<file path="src/common/fpc_pkg.sv">
package fpc_pkg;
    localparam logic [7:0] BANK_SELECT_ADDR   = 8'h92;
    localparam logic [7:0] FLASH_CONTROL_ADDR = 8'hd1;
    localparam logic [7:0] FLASH_STATUS_ADDR  = 8'hd3;
    localparam logic [7:0] FLASH_CONTROL_RST  = 8'h00;
    localparam logic [2:0] BANK_OVERRIDE_RST  = 3'h0;
    localparam int         MBO_LSB            = 5;
    localparam int         KEY_LSB            = 4;
    localparam int         LATCH_MAP_BIT      = 3;
    localparam int         REDIRECT_BIT       = 7;
    localparam int         SEQ_ERR_BIT        = 2;
    localparam int         LOADED_BIT         = 1;
    localparam int         BUSY_BIT           = 0;
    localparam int         OFFSET_LSB         = 0;
    localparam int         PAGE_LSB           = 7;
    localparam int         PAGE_MSB           = 14;
    localparam logic [3:0] KEY_FIRST          = 4'h5;
    localparam logic [3:0] KEY_SECOND         = 4'ha;
    localparam logic [2:0] BRV_BOOT           = 3'h3;
    localparam logic [2:0] BRV_BANK0_TOP      = 3'h6;
    localparam logic [2:0] BRV_BANK1_TOP      = 3'h5;
    localparam logic [2:0] BRV_BANK2_TOP      = 3'h4;
    localparam logic [2:0] FETCH_BANK0        = 3'h0;
    localparam logic [2:0] FETCH_BANK1        = 3'h1;
    localparam logic [2:0] FETCH_BANK2        = 3'h2;
    localparam logic [2:0] FETCH_BOOT         = 3'h4;
    localparam logic [7:0] ERASED_BYTE        = 8'hff;
    typedef enum logic [2:0] {
        TS_USER = 3'h0, TS_EXTRA = 3'h1, TS_ERASE = 3'h2, TS_LATCH_RST = 3'h3,
        TS_SECURITY = 3'h4, TS_FUSE = 3'h5, TS_RSVD_A = 3'h6, TS_RSVD_B = 3'h7
    } fpc_target_t;
    typedef enum logic [2:0] {
        CS_USER = 3'h0, CS_BOOT = 3'h1, CS_EXTRA = 3'h2, CS_SECURITY = 3'h3, CS_FUSE = 3'h4
    } fpc_code_space_t;
    typedef enum logic [1:0] {
        KS_IDLE = 2'b00, KS_ARMED = 2'b01
    } fpc_key_state_t;
endpackage : fpc_pkg

</file>
<file path="src/design/fpc_flash_program_control.sv">
`timescale 1ns/1ns
`default_nettype none
module fpc_flash_program_control #(
    parameter int LATCH_DEPTH = 128,
    parameter int OFFSET_W    = 7
) (
    input  wire logic                sys_clk_i,
    input  wire logic                nrst_i,
    input  wire logic                sfr_wr_i,
    input  wire logic [7:0]          sfr_addr_i,
    input  wire logic [7:0]          sfr_wdata_i,
    output logic      [7:0]          sfr_rdata_o,
    input  wire logic                instr_i,
    input  wire logic                exec_boot_i,
    input  wire logic [2:0]          boot_vector_fuse_i,
    input  wire logic                xwr_i,
    input  wire logic [15:0]         xwr_addr_i,
    input  wire logic [7:0]          xwr_data_i,
    input  wire logic                external_ram_select_i,
    output logic                     xdata_wr_o,
    output logic                     xdata_ext_o,
    output logic [2:0]               code_space_o,
    output logic [2:0]               fetch_bank_o,
    output logic [1:0]               op_bank_o,
    output logic                     flash_start_o,
    output logic [2:0]               flash_op_o,
    output logic [7:0]               flash_page_o,
    output logic [1:0]               flash_bank_o,
    input  wire logic                flash_done_i,
    input  wire logic [OFFSET_W-1:0] flash_lat_addr_i,
    output logic      [7:0]          flash_lat_data_o,
    output logic                     programming_busy_o
);
    logic [2:0] mbo_reg, mbo_next;
    logic [2:0] fetch_reg, fetch_next;
    logic [7:0] flash_control_reg, flash_control_next;
    logic       redirect_reg, redirect_next;
    logic       seq_err_reg, seq_err_next;
    logic       loaded_reg, loaded_next;
    logic       busy_reg, busy_next;
    logic       boot_load_reg, boot_load_next;
    logic [7:0] page_reg, page_next;
    logic [1:0] bank_reg, bank_next;
    logic [2:0] op_reg, op_next;
    logic       start_reg, start_next;
    logic [7:0] rdata_next;
    logic [2:0] fuse_fetch;
    logic       wr_bank, wr_flash_control, wr_stat;
    logic       lat_wr, lat_clr;
    logic       key_launch, key_err;
    logic [2:0] tsel;
    logic       tsel_rsvd;

    assign tsel      = flash_control_reg[2:0];
    assign tsel_rsvd = (tsel == fpc_pkg::TS_RSVD_A) || (tsel == fpc_pkg::TS_RSVD_B);
    assign lat_wr    = xwr_i && flash_control_reg[fpc_pkg::LATCH_MAP_BIT] && !busy_reg;
    assign op_bank_o = mbo_reg[2] ? mbo_reg[1:0] : fetch_reg[1:0];

    always_comb begin
        wr_bank = 1'b0;
        wr_flash_control = 1'b0;
        wr_stat = 1'b0;
        if (sfr_wr_i && sfr_addr_i == fpc_pkg::BANK_SELECT_ADDR) begin
            wr_bank = 1'b1;
        end else if (sfr_wr_i && sfr_addr_i == fpc_pkg::FLASH_CONTROL_ADDR) begin
            wr_flash_control = 1'b1;
        end else if (sfr_wr_i && sfr_addr_i == fpc_pkg::FLASH_STATUS_ADDR) begin
            wr_stat = 1'b1;
        end
    end

    // Unused fuse codes boot like the plain user-flash start
    always_comb begin
        case (boot_vector_fuse_i)
            fpc_pkg::BRV_BOOT:      fuse_fetch = fpc_pkg::FETCH_BOOT;
            fpc_pkg::BRV_BANK1_TOP: fuse_fetch = fpc_pkg::FETCH_BANK1;
            fpc_pkg::BRV_BANK2_TOP: fuse_fetch = fpc_pkg::FETCH_BANK2;
            default:                fuse_fetch = fpc_pkg::FETCH_BANK0;
        endcase
    end

    fpc_key_seq u_key (
        .sys_clk_i (sys_clk_i),
        .nrst_i    (nrst_i),
        .flash_control_wr_i (wr_flash_control),
        .key_i     (sfr_wdata_i[fpc_pkg::KEY_LSB +: 4]),
        .instr_i   (instr_i),
        .launch_o  (key_launch),
        .err_o     (key_err)
    );

    always_comb begin
        mbo_next       = mbo_reg;
        fetch_next     = fetch_reg;
        flash_control_next      = flash_control_reg;
        redirect_next  = redirect_reg;
        seq_err_next   = seq_err_reg;
        loaded_next    = loaded_reg;
        busy_next      = busy_reg;
        boot_load_next = 1'b0;
        page_next      = page_reg;
        bank_next      = bank_reg;
        op_next        = op_reg;
        start_next     = 1'b0;
        lat_clr        = 1'b0;
        if (boot_load_reg) begin
            fetch_next    = fuse_fetch;
            redirect_next = (boot_vector_fuse_i == fpc_pkg::BRV_BOOT);
        end
        if (wr_bank) begin
            mbo_next        = sfr_wdata_i[fpc_pkg::MBO_LSB +: 3];
            fetch_next[1:0] = sfr_wdata_i[1:0];
        end
        if (wr_flash_control) begin
            flash_control_next = sfr_wdata_i;
        end
        if (wr_stat) begin
            if (exec_boot_i) begin
                redirect_next = sfr_wdata_i[fpc_pkg::REDIRECT_BIT];
            end
            if (!sfr_wdata_i[fpc_pkg::SEQ_ERR_BIT]) begin
                seq_err_next = 1'b0;
            end
        end
        if (flash_done_i) begin
            busy_next = 1'b0;
        end
        // Hardware setting of the error wins over the software clear above
        if (key_err) begin
            seq_err_next = 1'b1;
        end else if (key_launch && !busy_reg) begin
            if (tsel_rsvd) begin
                seq_err_next = 1'b0;
            end else if (!loaded_reg) begin
                seq_err_next = 1'b1;
            end else begin
                seq_err_next = 1'b0;
                loaded_next  = 1'b0;
                if (tsel == fpc_pkg::TS_LATCH_RST) begin
                    lat_clr = 1'b1;
                end else begin
                    start_next = 1'b1;
                    busy_next  = 1'b1;
                    op_next    = tsel;
                end
            end
        end
        // The last latch write fixes page and bank
        if (lat_wr) begin
            loaded_next = 1'b1;
            page_next   = xwr_addr_i[fpc_pkg::PAGE_MSB:fpc_pkg::PAGE_LSB];
            bank_next   = op_bank_o;
        end
    end

    always_comb begin
        rdata_next = 8'h00;
        if (sfr_addr_i == fpc_pkg::BANK_SELECT_ADDR) begin
            rdata_next = {mbo_reg, 2'b00, fetch_reg};
        end else if (sfr_addr_i == fpc_pkg::FLASH_CONTROL_ADDR) begin
            rdata_next = flash_control_reg;
        end else if (sfr_addr_i == fpc_pkg::FLASH_STATUS_ADDR) begin
            rdata_next = {redirect_reg, 4'h0, seq_err_reg, loaded_reg, busy_reg};
        end
    end

    always_ff @(posedge sys_clk_i or negedge nrst_i) begin
        if (!nrst_i) begin
            mbo_reg       <= fpc_pkg::BANK_OVERRIDE_RST;
            fetch_reg     <= fpc_pkg::FETCH_BANK0;
            flash_control_reg      <= fpc_pkg::FLASH_CONTROL_RST;
            redirect_reg  <= 1'b0;
            seq_err_reg   <= 1'b0;
            loaded_reg    <= 1'b0;
            busy_reg      <= 1'b0;
            boot_load_reg <= 1'b1;
            page_reg      <= 8'h00;
            bank_reg      <= 2'h0;
            op_reg        <= 3'h0;
            start_reg     <= 1'b0;
            sfr_rdata_o   <= 8'h00;
        end else begin
            mbo_reg       <= mbo_next;
            fetch_reg     <= fetch_next;
            flash_control_reg      <= flash_control_next;
            redirect_reg  <= redirect_next;
            seq_err_reg   <= seq_err_next;
            loaded_reg    <= loaded_next;
            busy_reg      <= busy_next;
            boot_load_reg <= boot_load_next;
            page_reg      <= page_next;
            bank_reg      <= bank_next;
            op_reg        <= op_next;
            start_reg     <= start_next;
            sfr_rdata_o   <= rdata_next;
        end
    end

    fpc_latch_mem #(
        .DEPTH (LATCH_DEPTH),
        .AW    (OFFSET_W),
        .DW    (8)
    ) u_latch (
        .sys_clk_i (sys_clk_i),
        .nrst_i    (nrst_i),
        .wr_i      (lat_wr),
        .waddr_i   (xwr_addr_i[fpc_pkg::OFFSET_LSB +: OFFSET_W]),
        .wdata_i   (xwr_data_i),
        .clr_i     (lat_clr),
        .raddr_i   (flash_lat_addr_i),
        .rdata_o   (flash_lat_data_o)
    );

    // Latch map wins over the external RAM select bit
    assign xdata_wr_o  = xwr_i && !flash_control_reg[fpc_pkg::LATCH_MAP_BIT];
    assign xdata_ext_o = external_ram_select_i && !flash_control_reg[fpc_pkg::LATCH_MAP_BIT];

    always_comb begin
        case (tsel)
            fpc_pkg::TS_EXTRA:    code_space_o = fpc_pkg::CS_EXTRA;
            fpc_pkg::TS_SECURITY: code_space_o = fpc_pkg::CS_SECURITY;
            fpc_pkg::TS_FUSE:     code_space_o = fpc_pkg::CS_FUSE;
            default: code_space_o = (exec_boot_i && redirect_reg) ? fpc_pkg::CS_BOOT : fpc_pkg::CS_USER;
        endcase
    end

    assign fetch_bank_o       = fetch_reg;
    assign flash_start_o      = start_reg;
    assign flash_op_o         = op_reg;
    assign flash_page_o       = page_reg;
    assign flash_bank_o       = bank_reg;
    assign programming_busy_o = busy_reg;
endmodule : fpc_flash_program_control
`default_nettype wire

</file>
<file path="src/design/fpc_key_seq.sv">
`timescale 1ns/1ns
`default_nettype none
module fpc_key_seq (
    input  wire logic       sys_clk_i,
    input  wire logic       nrst_i,
    input  wire logic       flash_control_wr_i,
    input  wire logic [3:0] key_i,
    input  wire logic       instr_i,
    output logic            launch_o,
    output logic            err_o
);
    fpc_pkg::fpc_key_state_t state_reg;
    fpc_pkg::fpc_key_state_t state_next;
    logic                    launch_next;
    logic                    err_next;

    always_comb begin
        state_next  = state_reg;
        launch_next = 1'b0;
        err_next    = 1'b0;
        if (flash_control_wr_i && key_i == fpc_pkg::KEY_FIRST) begin
            state_next = fpc_pkg::KS_ARMED;
        end else if (flash_control_wr_i && key_i == fpc_pkg::KEY_SECOND) begin
            launch_next = (state_reg == fpc_pkg::KS_ARMED);
            err_next    = (state_reg != fpc_pkg::KS_ARMED);
            state_next  = fpc_pkg::KS_IDLE;
        end else if (state_reg == fpc_pkg::KS_ARMED && (instr_i || flash_control_wr_i)) begin
            // Any instruction between the two key writes breaks the pair, unless it rewrites the first key
            err_next   = 1'b1;
            state_next = fpc_pkg::KS_IDLE;
        end
    end

    always_ff @(posedge sys_clk_i or negedge nrst_i) begin
        if (!nrst_i) begin
            state_reg <= fpc_pkg::KS_IDLE;
            launch_o  <= 1'b0;
            err_o     <= 1'b0;
        end else begin
            state_reg <= state_next;
            launch_o  <= launch_next;
            err_o     <= err_next;
        end
    end
endmodule : fpc_key_seq
`default_nettype wire

</file>
<file path="src/design/fpc_latch_mem.sv">
`timescale 1ns/1ns
`default_nettype none
module fpc_latch_mem #(
    parameter int DEPTH = 128,
    parameter int AW    = 7,
    parameter int DW    = 8
) (
    input  wire logic          sys_clk_i,
    input  wire logic          nrst_i,
    input  wire logic          wr_i,
    input  wire logic [AW-1:0] waddr_i,
    input  wire logic [DW-1:0] wdata_i,
    input  wire logic          clr_i,
    input  wire logic [AW-1:0] raddr_i,
    output logic      [DW-1:0] rdata_o
);
    logic [DW-1:0]    mem [DEPTH];
    logic [DEPTH-1:0] mask_reg;
    logic [DEPTH-1:0] mask_next;
    logic [DW-1:0]    rdata_next;

    // A write in the clearing cycle survives the clear
    always_comb begin
        mask_next = clr_i ? '0 : mask_reg;
        if (wr_i) begin
            mask_next[waddr_i] = 1'b1;
        end
        rdata_next = mask_reg[raddr_i] ? mem[raddr_i] : fpc_pkg::ERASED_BYTE;
    end

    always_ff @(posedge sys_clk_i or negedge nrst_i) begin
        if (!nrst_i) begin
            mask_reg <= '0;
            rdata_o  <= fpc_pkg::ERASED_BYTE;
        end else begin
            mask_reg <= mask_next;
            rdata_o  <= rdata_next;
        end
    end

    // Array has no reset; the mask decides what is valid
    always_ff @(posedge sys_clk_i) begin
        if (wr_i) begin
            mem[waddr_i] <= wdata_i;
        end
    end
endmodule : fpc_latch_mem
`default_nettype wire
</file>
<file path="config.mk">
export PLATFORM = sky130hd
export DESIGN_NAME = fpc_flash_program_control
export DESIGN_NICKNAME = d
export VERILOG_FILES = /design/src/common/fpc_pkg.sv /design/src/design/fpc_flash_program_control.sv /design/src/design/fpc_key_seq.sv /design/src/design/fpc_latch_mem.sv
export SDC_FILE = /design/constraint.sdc
export NUM_CORES = 1
export LEC_CHECK = 0
export BUFFER_PORTS_ARGS = -buffer_cell sky130_fd_sc_hd__clkbuf_2
export CAP_MARGIN = 15
export CORE_MARGIN = 2
export CORE_UTILIZATION = 64
export DETAILED_ROUTE_END_ITERATION = 6
export PLACE_DENSITY = 0.78
export SETUP_SLACK_MARGIN = 0.2
export SLEW_MARGIN = 40
export SYNTH_ARGS = -nofsm -noshare
export SYNTH_HDL_FRONTEND = slang
export SYNTH_SLANG_ARGS = --single-unit
</file>
<file path="constraint.sdc">
create_clock -name sys_clk_i -period 3.5 [get_ports sys_clk_i]
set_input_delay 0.35 -clock sys_clk_i [delete_from_list [all_inputs] [get_ports sys_clk_i]]
set_output_delay 0.35 -clock sys_clk_i [all_outputs]
set_load 0.02 [all_outputs]
</file>
# Word-level counts from Yosys, hierarchy flattened

Memories as Yosys holds them, arrays and structs flattened.
Cells that the tools add are included.

Bits in registers: 181
Bits in latches: 0
RAM bits: 1,024
ROM bits: 0
Input bits: 58
Output and inout port bits: 41
Logic and storage cells: 131
Memories: 1

$add $sub $neg: 0
Multipliers: 0
Div/mod/pow operators: 0
Order comparisons: 3
Equal/unequal tests: 19
Shift operators: 0
Mux-type cells: 61
Bitwise operators: 4
Reduce and logical (&&, ||, !) cells: 24

Memories:

| memory      | words | width | rd ports | clocked after Yosys merged registers in | write ports | RTL line            | source |
|---|---|---|---|---|---|---|---|
| u_latch.mem | 128   | 8     | 1        | 0                                       | 1           | fpc_latch_mem.sv:17 | `logic [DW-1:0] mem [DEPTH];` |

Operators by type and width:

| kind                                                                                 | count |
|---|---|
| 128-bit 2-to-1 mux                                                                   | 2 |
| 128-bit OR                                                                           | 1 |
| 1-bit 2-to-1 mux                                                                     | 45 |
| 8-bit 2-to-1 mux                                                                     | 4 |
| 8-bit == test (second input constant)                                                | 3 |
| 3-bit == test (second input constant)                                                | 6 |
| 3-bit one-hot mux with 3 select lines                                                | 2 |
| 7-bit by 8-bit less-than comparator with 1-bit output (second input constant)        | 2 |
| 1-bit logical AND                                                                    | 13 |
| 2-bit 2-to-1 mux                                                                     | 6 |
| 1-bit binary-select mux with 7-bit select                                            | 1 |
| 1-bit demux with 7-bit select                                                        | 1 |
| 7-bit by 1-bit greater-or-equal comparator with 1-bit output (second input constant) | 1 |
| 3-bit by 2-bit == test with 1-bit output (second input constant)                     | 2 |
| 3-bit nonzero test                                                                   | 2 |
| 5-bit AND reduction                                                                  | 1 |
| 4-bit by 3-bit == test with 1-bit output (second input constant)                     | 1 |
| 4-bit == test (second input constant)                                                | 1 |
| 2-bit inequality test (second input constant)                                        | 2 |
| 2-bit nonzero test                                                                   | 2 |
| 3-bit by 1-bit == test with 1-bit output (second input constant)                     | 1 |
| 3-bit by 1-bit inequality test with 1-bit output (second input constant)             | 1 |
| 1-bit NOT                                                                            | 3 |
| 3-bit AND reduction                                                                  | 1 |
| other kinds (5)                                                                      | 7 |

# Longest topological paths before layout

Depth in word-level cells: 9
Gate-level depth with buffers: 11
Depth with buffers taken out: 7

# Modules after synthesis

A second synthesis with hierarchy kept.

Cells, all modules: 2,487
Area total of the unflattened synthesis: 47,583.1 µm²

Modules (own cells, without submodules):

| module                    | instances | cells each | area each (µm²) | seq. area each (µm²) |
|---|---|---|---|---|
| fpc_latch_mem             | 1         | 2,335      | 45,633.8        | 34,162.8 |
| fpc_flash_program_control | 1         | 139        | 1,801.7         | 1,027.2 |
| fpc_key_seq               | 1         | 13         | 147.6           | 75.1 |

# Worst setup path before layout

Ideal clock, no wire load.

Path kind: input to register
From: input flash_lat_addr_i[0]
To: register u_latch.rdata_o[1]
Library setup time: 0.102 ns
Arrival: 2.192 ns
Data required time: 3.398 ns
Path slack: 1.206 ns
Stages on the path: 8
Path buffers: 3
Cell sequence: buf_6 buf_6 buf_2 mux4_2 mux2_2 a221o_1 o22ai_2 nand3_1

Cells in the longest elaborated chain, start to end: 3
Elaborated cells on any way between the ends: 4
Classes of those cells: 3 x mux; 1 x memory

Ends and longest elaborated chain:

| item                                      | RTL line                        | source |
|---|---|---|
| start, declared                           | fpc_flash_program_control.sv:30 | `input wire logic [OFFSET_W-1:0] flash_lat_addr_i,` |
| 1-bit binary-select mux with 7-bit select | fpc_latch_mem.sv:28             | `rdata_next = mask_reg[raddr_i] ? mem[raddr_i] : fpc_pkg::ERASED_BYTE;` |
| 1-bit 2-to-1 mux (implied by the code)    | fpc_latch_mem.sv:28             |  |
| 8-bit 2-to-1 mux (*)                      | fpc_latch_mem.sv:28             |  |
| net u_latch.rdata_next[1]                 | fpc_latch_mem.sv:20             | `logic [DW-1:0] rdata_next;` |
| end signal, assigned                      | fpc_latch_mem.sv:34             | `rdata_o <= fpc_pkg::ERASED_BYTE;` |
| end signal, assigned                      | fpc_latch_mem.sv:37             | `rdata_o <= rdata_next;` |
| end, declared                             | fpc_latch_mem.sv:15             | `output logic [DW-1:0] rdata_o` |

Mark *: on every way through the listed nets, which the timed path passes. The rest lies on a longest branch. The select of a mux whose other input is x is not followed.
A chain may end at the register's enable or synchronous reset.

# Worst setup path after layout

From: register busy_reg, in the netlist programming_busy_o
To: memory u_latch.mem[63][4], enable pin

Cells in the longest elaborated chain, start to end: 4

Ends and longest elaborated chain:

| item                                   | RTL line                         | source |
|---|---|---|
| start, declared                        | fpc_flash_program_control.sv:40  | `logic busy_reg, busy_next;` |
| start signal, assigned                 | fpc_flash_program_control.sv:189 | `busy_reg <= busy_next;` |
| 1-bit zero test                        | fpc_flash_program_control.sv:56  | `assign lat_wr = xwr_i && flash_control_reg[fpc_pkg::LATCH_MAP_BIT] && !busy_reg;` |
| 1-bit logical AND                      | fpc_flash_program_control.sv:56  |  |
| 1-bit 2-to-1 mux                       | fpc_latch_mem.sv:43              | `if (wr_i) begin` |
| 1-bit 2-to-1 mux (implied by the code) | fpc_latch_mem.sv:44              | `mem[waddr_i] <= wdata_i;` |
| end, declared                          | fpc_latch_mem.sv:17              |  |

No other way between the ends.

==> impl_metrics.yaml <==
synthesis:
  yosys_warnings: 0
  synth-seq-cells: 1204
  avgSynthCellArea_um2: 20.50
  ys_seq_area_frac: 0.7460
  yosys-top-cells-area: "edfxtp_1, mux4_2, dfrtp_1"
  yosysTopAreaCell: "edfxtp_1"
  syn_nets: 2364
  ys_types: 54
  synth_ff_type: "edfxtp_1"
  yosysMostFrequentCell: "edfxtp_1"
  syn_inst: 2306
  yosysTopAreaCellShare: 0.6505
  synth_edf_count: 1024
  synthArstFlopShare: 0.1495
  synth_common_cells: "edfxtp_1, mux4_2, dfrtp_1"
  synth_area_mm2: 0.04727
pwr:
  power_density_mw_per_mm2: 546.2
  p_leak_nw: 19.67
  power_frac_seq: 0.531
  power_frac_comb: 0.052
  ir_drop_mv: 0.3911
  switching_share: 0.2117
  p_switching_mw: 6.254
  pwr-share-clk: 0.417
  finalPower_mw: 29.54
  p_int_mw: 23.28
finish:
  largest_reg_flops: 1024
  fin_area_mm2: 0.05408
  ff_latch_area_mm2: 0.03527
  final_nets: 2672
  fill_cells: 3962
  post-route-util: 0.7400
  drive_above_1_share: 0.3148
  multi_input_area_mm2: 0.01132
  area_delta_synth_final_pct: 14.41
sta:
  max_freq_mhz: 354.1
  slew_violations: 0
  timing.slew.headroom: 0.4169
  tightest_slew_ps: 874.6
  fin_tns_setup_ps: 0
  period_share: 0.8068
  hold_violations: 0
  finalCriticalPeriod_ps: 2824
  setup_violations: 0
  grt_setup_unrepaired: "no"
  skew_ps: 24.38
  layout_setup_ws_ps: 676.3
clocking:
  clkTransAtPathRegs_ps: 60
  tritoncts: "built"
  worstSkewPairLatency_ps: 690
  cts_sinks: 1204
  htree_levels: 3
  numCtsBuffers: 113
  root_buffer: "clkbuf_16"
  clk_path_buf_depth: 3
  cts.repair.resized: 0
placed_design:
  numPortBuffers: 97
  place_area_mm2: 0.05001
  preCtsSetupSlack_ps: 464.8
  gp_congestion: 0.8742
  hpwl_mm: 66.78
worst_setup_path:
  r2r_slack_ps: 680
  cp-start-kind: "register"
  ff2ff_path_depth: 5
  cp_cell_sequence: "inv_1, and3_1, nand4_1, buf_4, nor2_1"
  crit_path_max_fanout: 16
  crit_required_ps: 3810
  r2r_start: "programming_busy_o"
  cp_slowest_cell: "nor2_1"
  criticalPathCategory: "reg2reg"
  worstPathArrival_ps: 3130
  end_kind: "register"
  rr_endpoint: "u_latch.mem[63][4]"
  max_stage_delay_ps: 710
floorplanning:
  ios: 99
  die_area_mm2: 0.07605
  coreArea_mm2: 0.07308
  rows: 99
  die-width_um: 275.8
  start_util: 0.6468
  die_h_um: 275.8
global_routing:
  grt_pass1_vias: 25454
  grt.total_usage: 0.3081
  grt-ovfl-total: 0
  antenna_found_initial: 3
  grt_max_degree: 129
  grt_first_pass_wirelength_mm: 168.1
worst_hold_path:
  hp-start: "xwr_data_i[5]"
  min_to: "u_latch.mem[112][5]"
  worstHoldPathType: "in2reg"
  holdPathStages: 1
run_status:
  failed_checks: "DRC"
  outcome: "finished with violations"
route:
  drc: 8
  wl_met3_mm: 10.82
  wl_per_cell_um: 31.12
  drtIter0Drc: 3602
  dr_wl_met2_mm: 57.18
  wl_mm: 114.4
  dr.pass1.iters: 7
  viasPerCell: 6.840
  wl_met1_mm: 43.09
  dr_total_vias: 25136
  drtAntennaViolNets: 0
  top_layer: "met5"
run:
  max_cap_viol_count: 0
## through the flow
stage,cells,hold slack [ps]
5_1_grt,3672,60.78
2_1_floorplan,2306,54.41
3_3_place_gp,3430,408.6
4_1_cts,3671,62.73
6_report,3675,71.48
3_5_place_dp,3431,426.7
## what timing repair did
action                                  4_1_cts  5_1_grt
buffers inserted                              0        0
hold buffers                                 26        0
endpoints found under the hold margin       104        0
endpoints found under the setup margin        0        0
## how the worst max path moves through the flow
stage                             start            endpoint  slack (ps)  cells past startpoint
finish               programming_busy_o  u_latch.mem[63][4]         680                      5
CTS                  programming_busy_o  u_latch.mem[85][2]         680                      5
detailed placement  flash_lat_addr_i[1]  u_latch.rdata_o[6]         460                      9
global route         programming_busy_o   u_latch.mem[5][1]         550                      5
global placement    flash_lat_addr_i[0]  u_latch.rdata_o[0]         470                      6
floorplan           flash_lat_addr_i[0]  u_latch.rdata_o[1]        1210                      8
## kinds of logic (layout without fill, tap and decap cells)
family / Yosys count / after routing / share of synthesized area
AO/OA/AOI/OAI: 245 / 245 / 0.03766
AND/OR/NAND/NOR: 318 / 318 / 0.02978
other: 1 / 4 / 0.00007933
buffers and inverters: 135 / 542 / 0.01612
multiplexers: 402 / 402 / 0.1702
flip-flops: 1204 / 1204 / 0.7460
XOR/XNOR: 1 / 1 / 0.0001853
## cells in the final DEF (no fill, tap or decap), drive strengths merged, types with 24 or more instances in the layout
cell type	Yosys	final
mux2i	27	27
clkbuf	42	247
o22ai	24	24
nor2	152	152
nand2	70	70
dfrtp	171	171
nand3	28	28
edfxtp	1024	1024
mux2	63	63
buf	80	201
clkinv	2	39
a21o	128	128
mux4	312	312
dlygate4sd3	0	26
## cell type report
type	instances	area share
sequential	1204	0.6520
multi-input combinational	967	0.2093
clock buffer	159	0.05851
timing repair buffer	315	0.04631
tap	959	0.02219
clock inverter	55	0.01060
inverter	13	0.0009022
antenna	3	0.0001388
## power by group through the flow
stage,logic (mW),clock network (mW),registers (mW)
floorplan,0.787,0,16.0
global placement,1.43,0,16.0
detailed placement,1.48,0,16.0
CTS,1.52,12.4,15.7
global route,1.62,12.9,15.7
finish,1.54,12.3,15.7
## worst max-delay path, delay by kind of cell (launching register included)
kind	cells	cell delay [ps]
buffers and inverters	2	510
DFF	1	410
and+or+nand+nor	3	1520
## layer usage
layer / global-route usage / vias up
li1: - / 10070
met1: 0.4378 / 13186
met2: 0.5009 / 1614
met3: 0.05994 / 262
met4: 0.08531 / 4
met5: 0 / -
(Power assumes the default switching activity.)
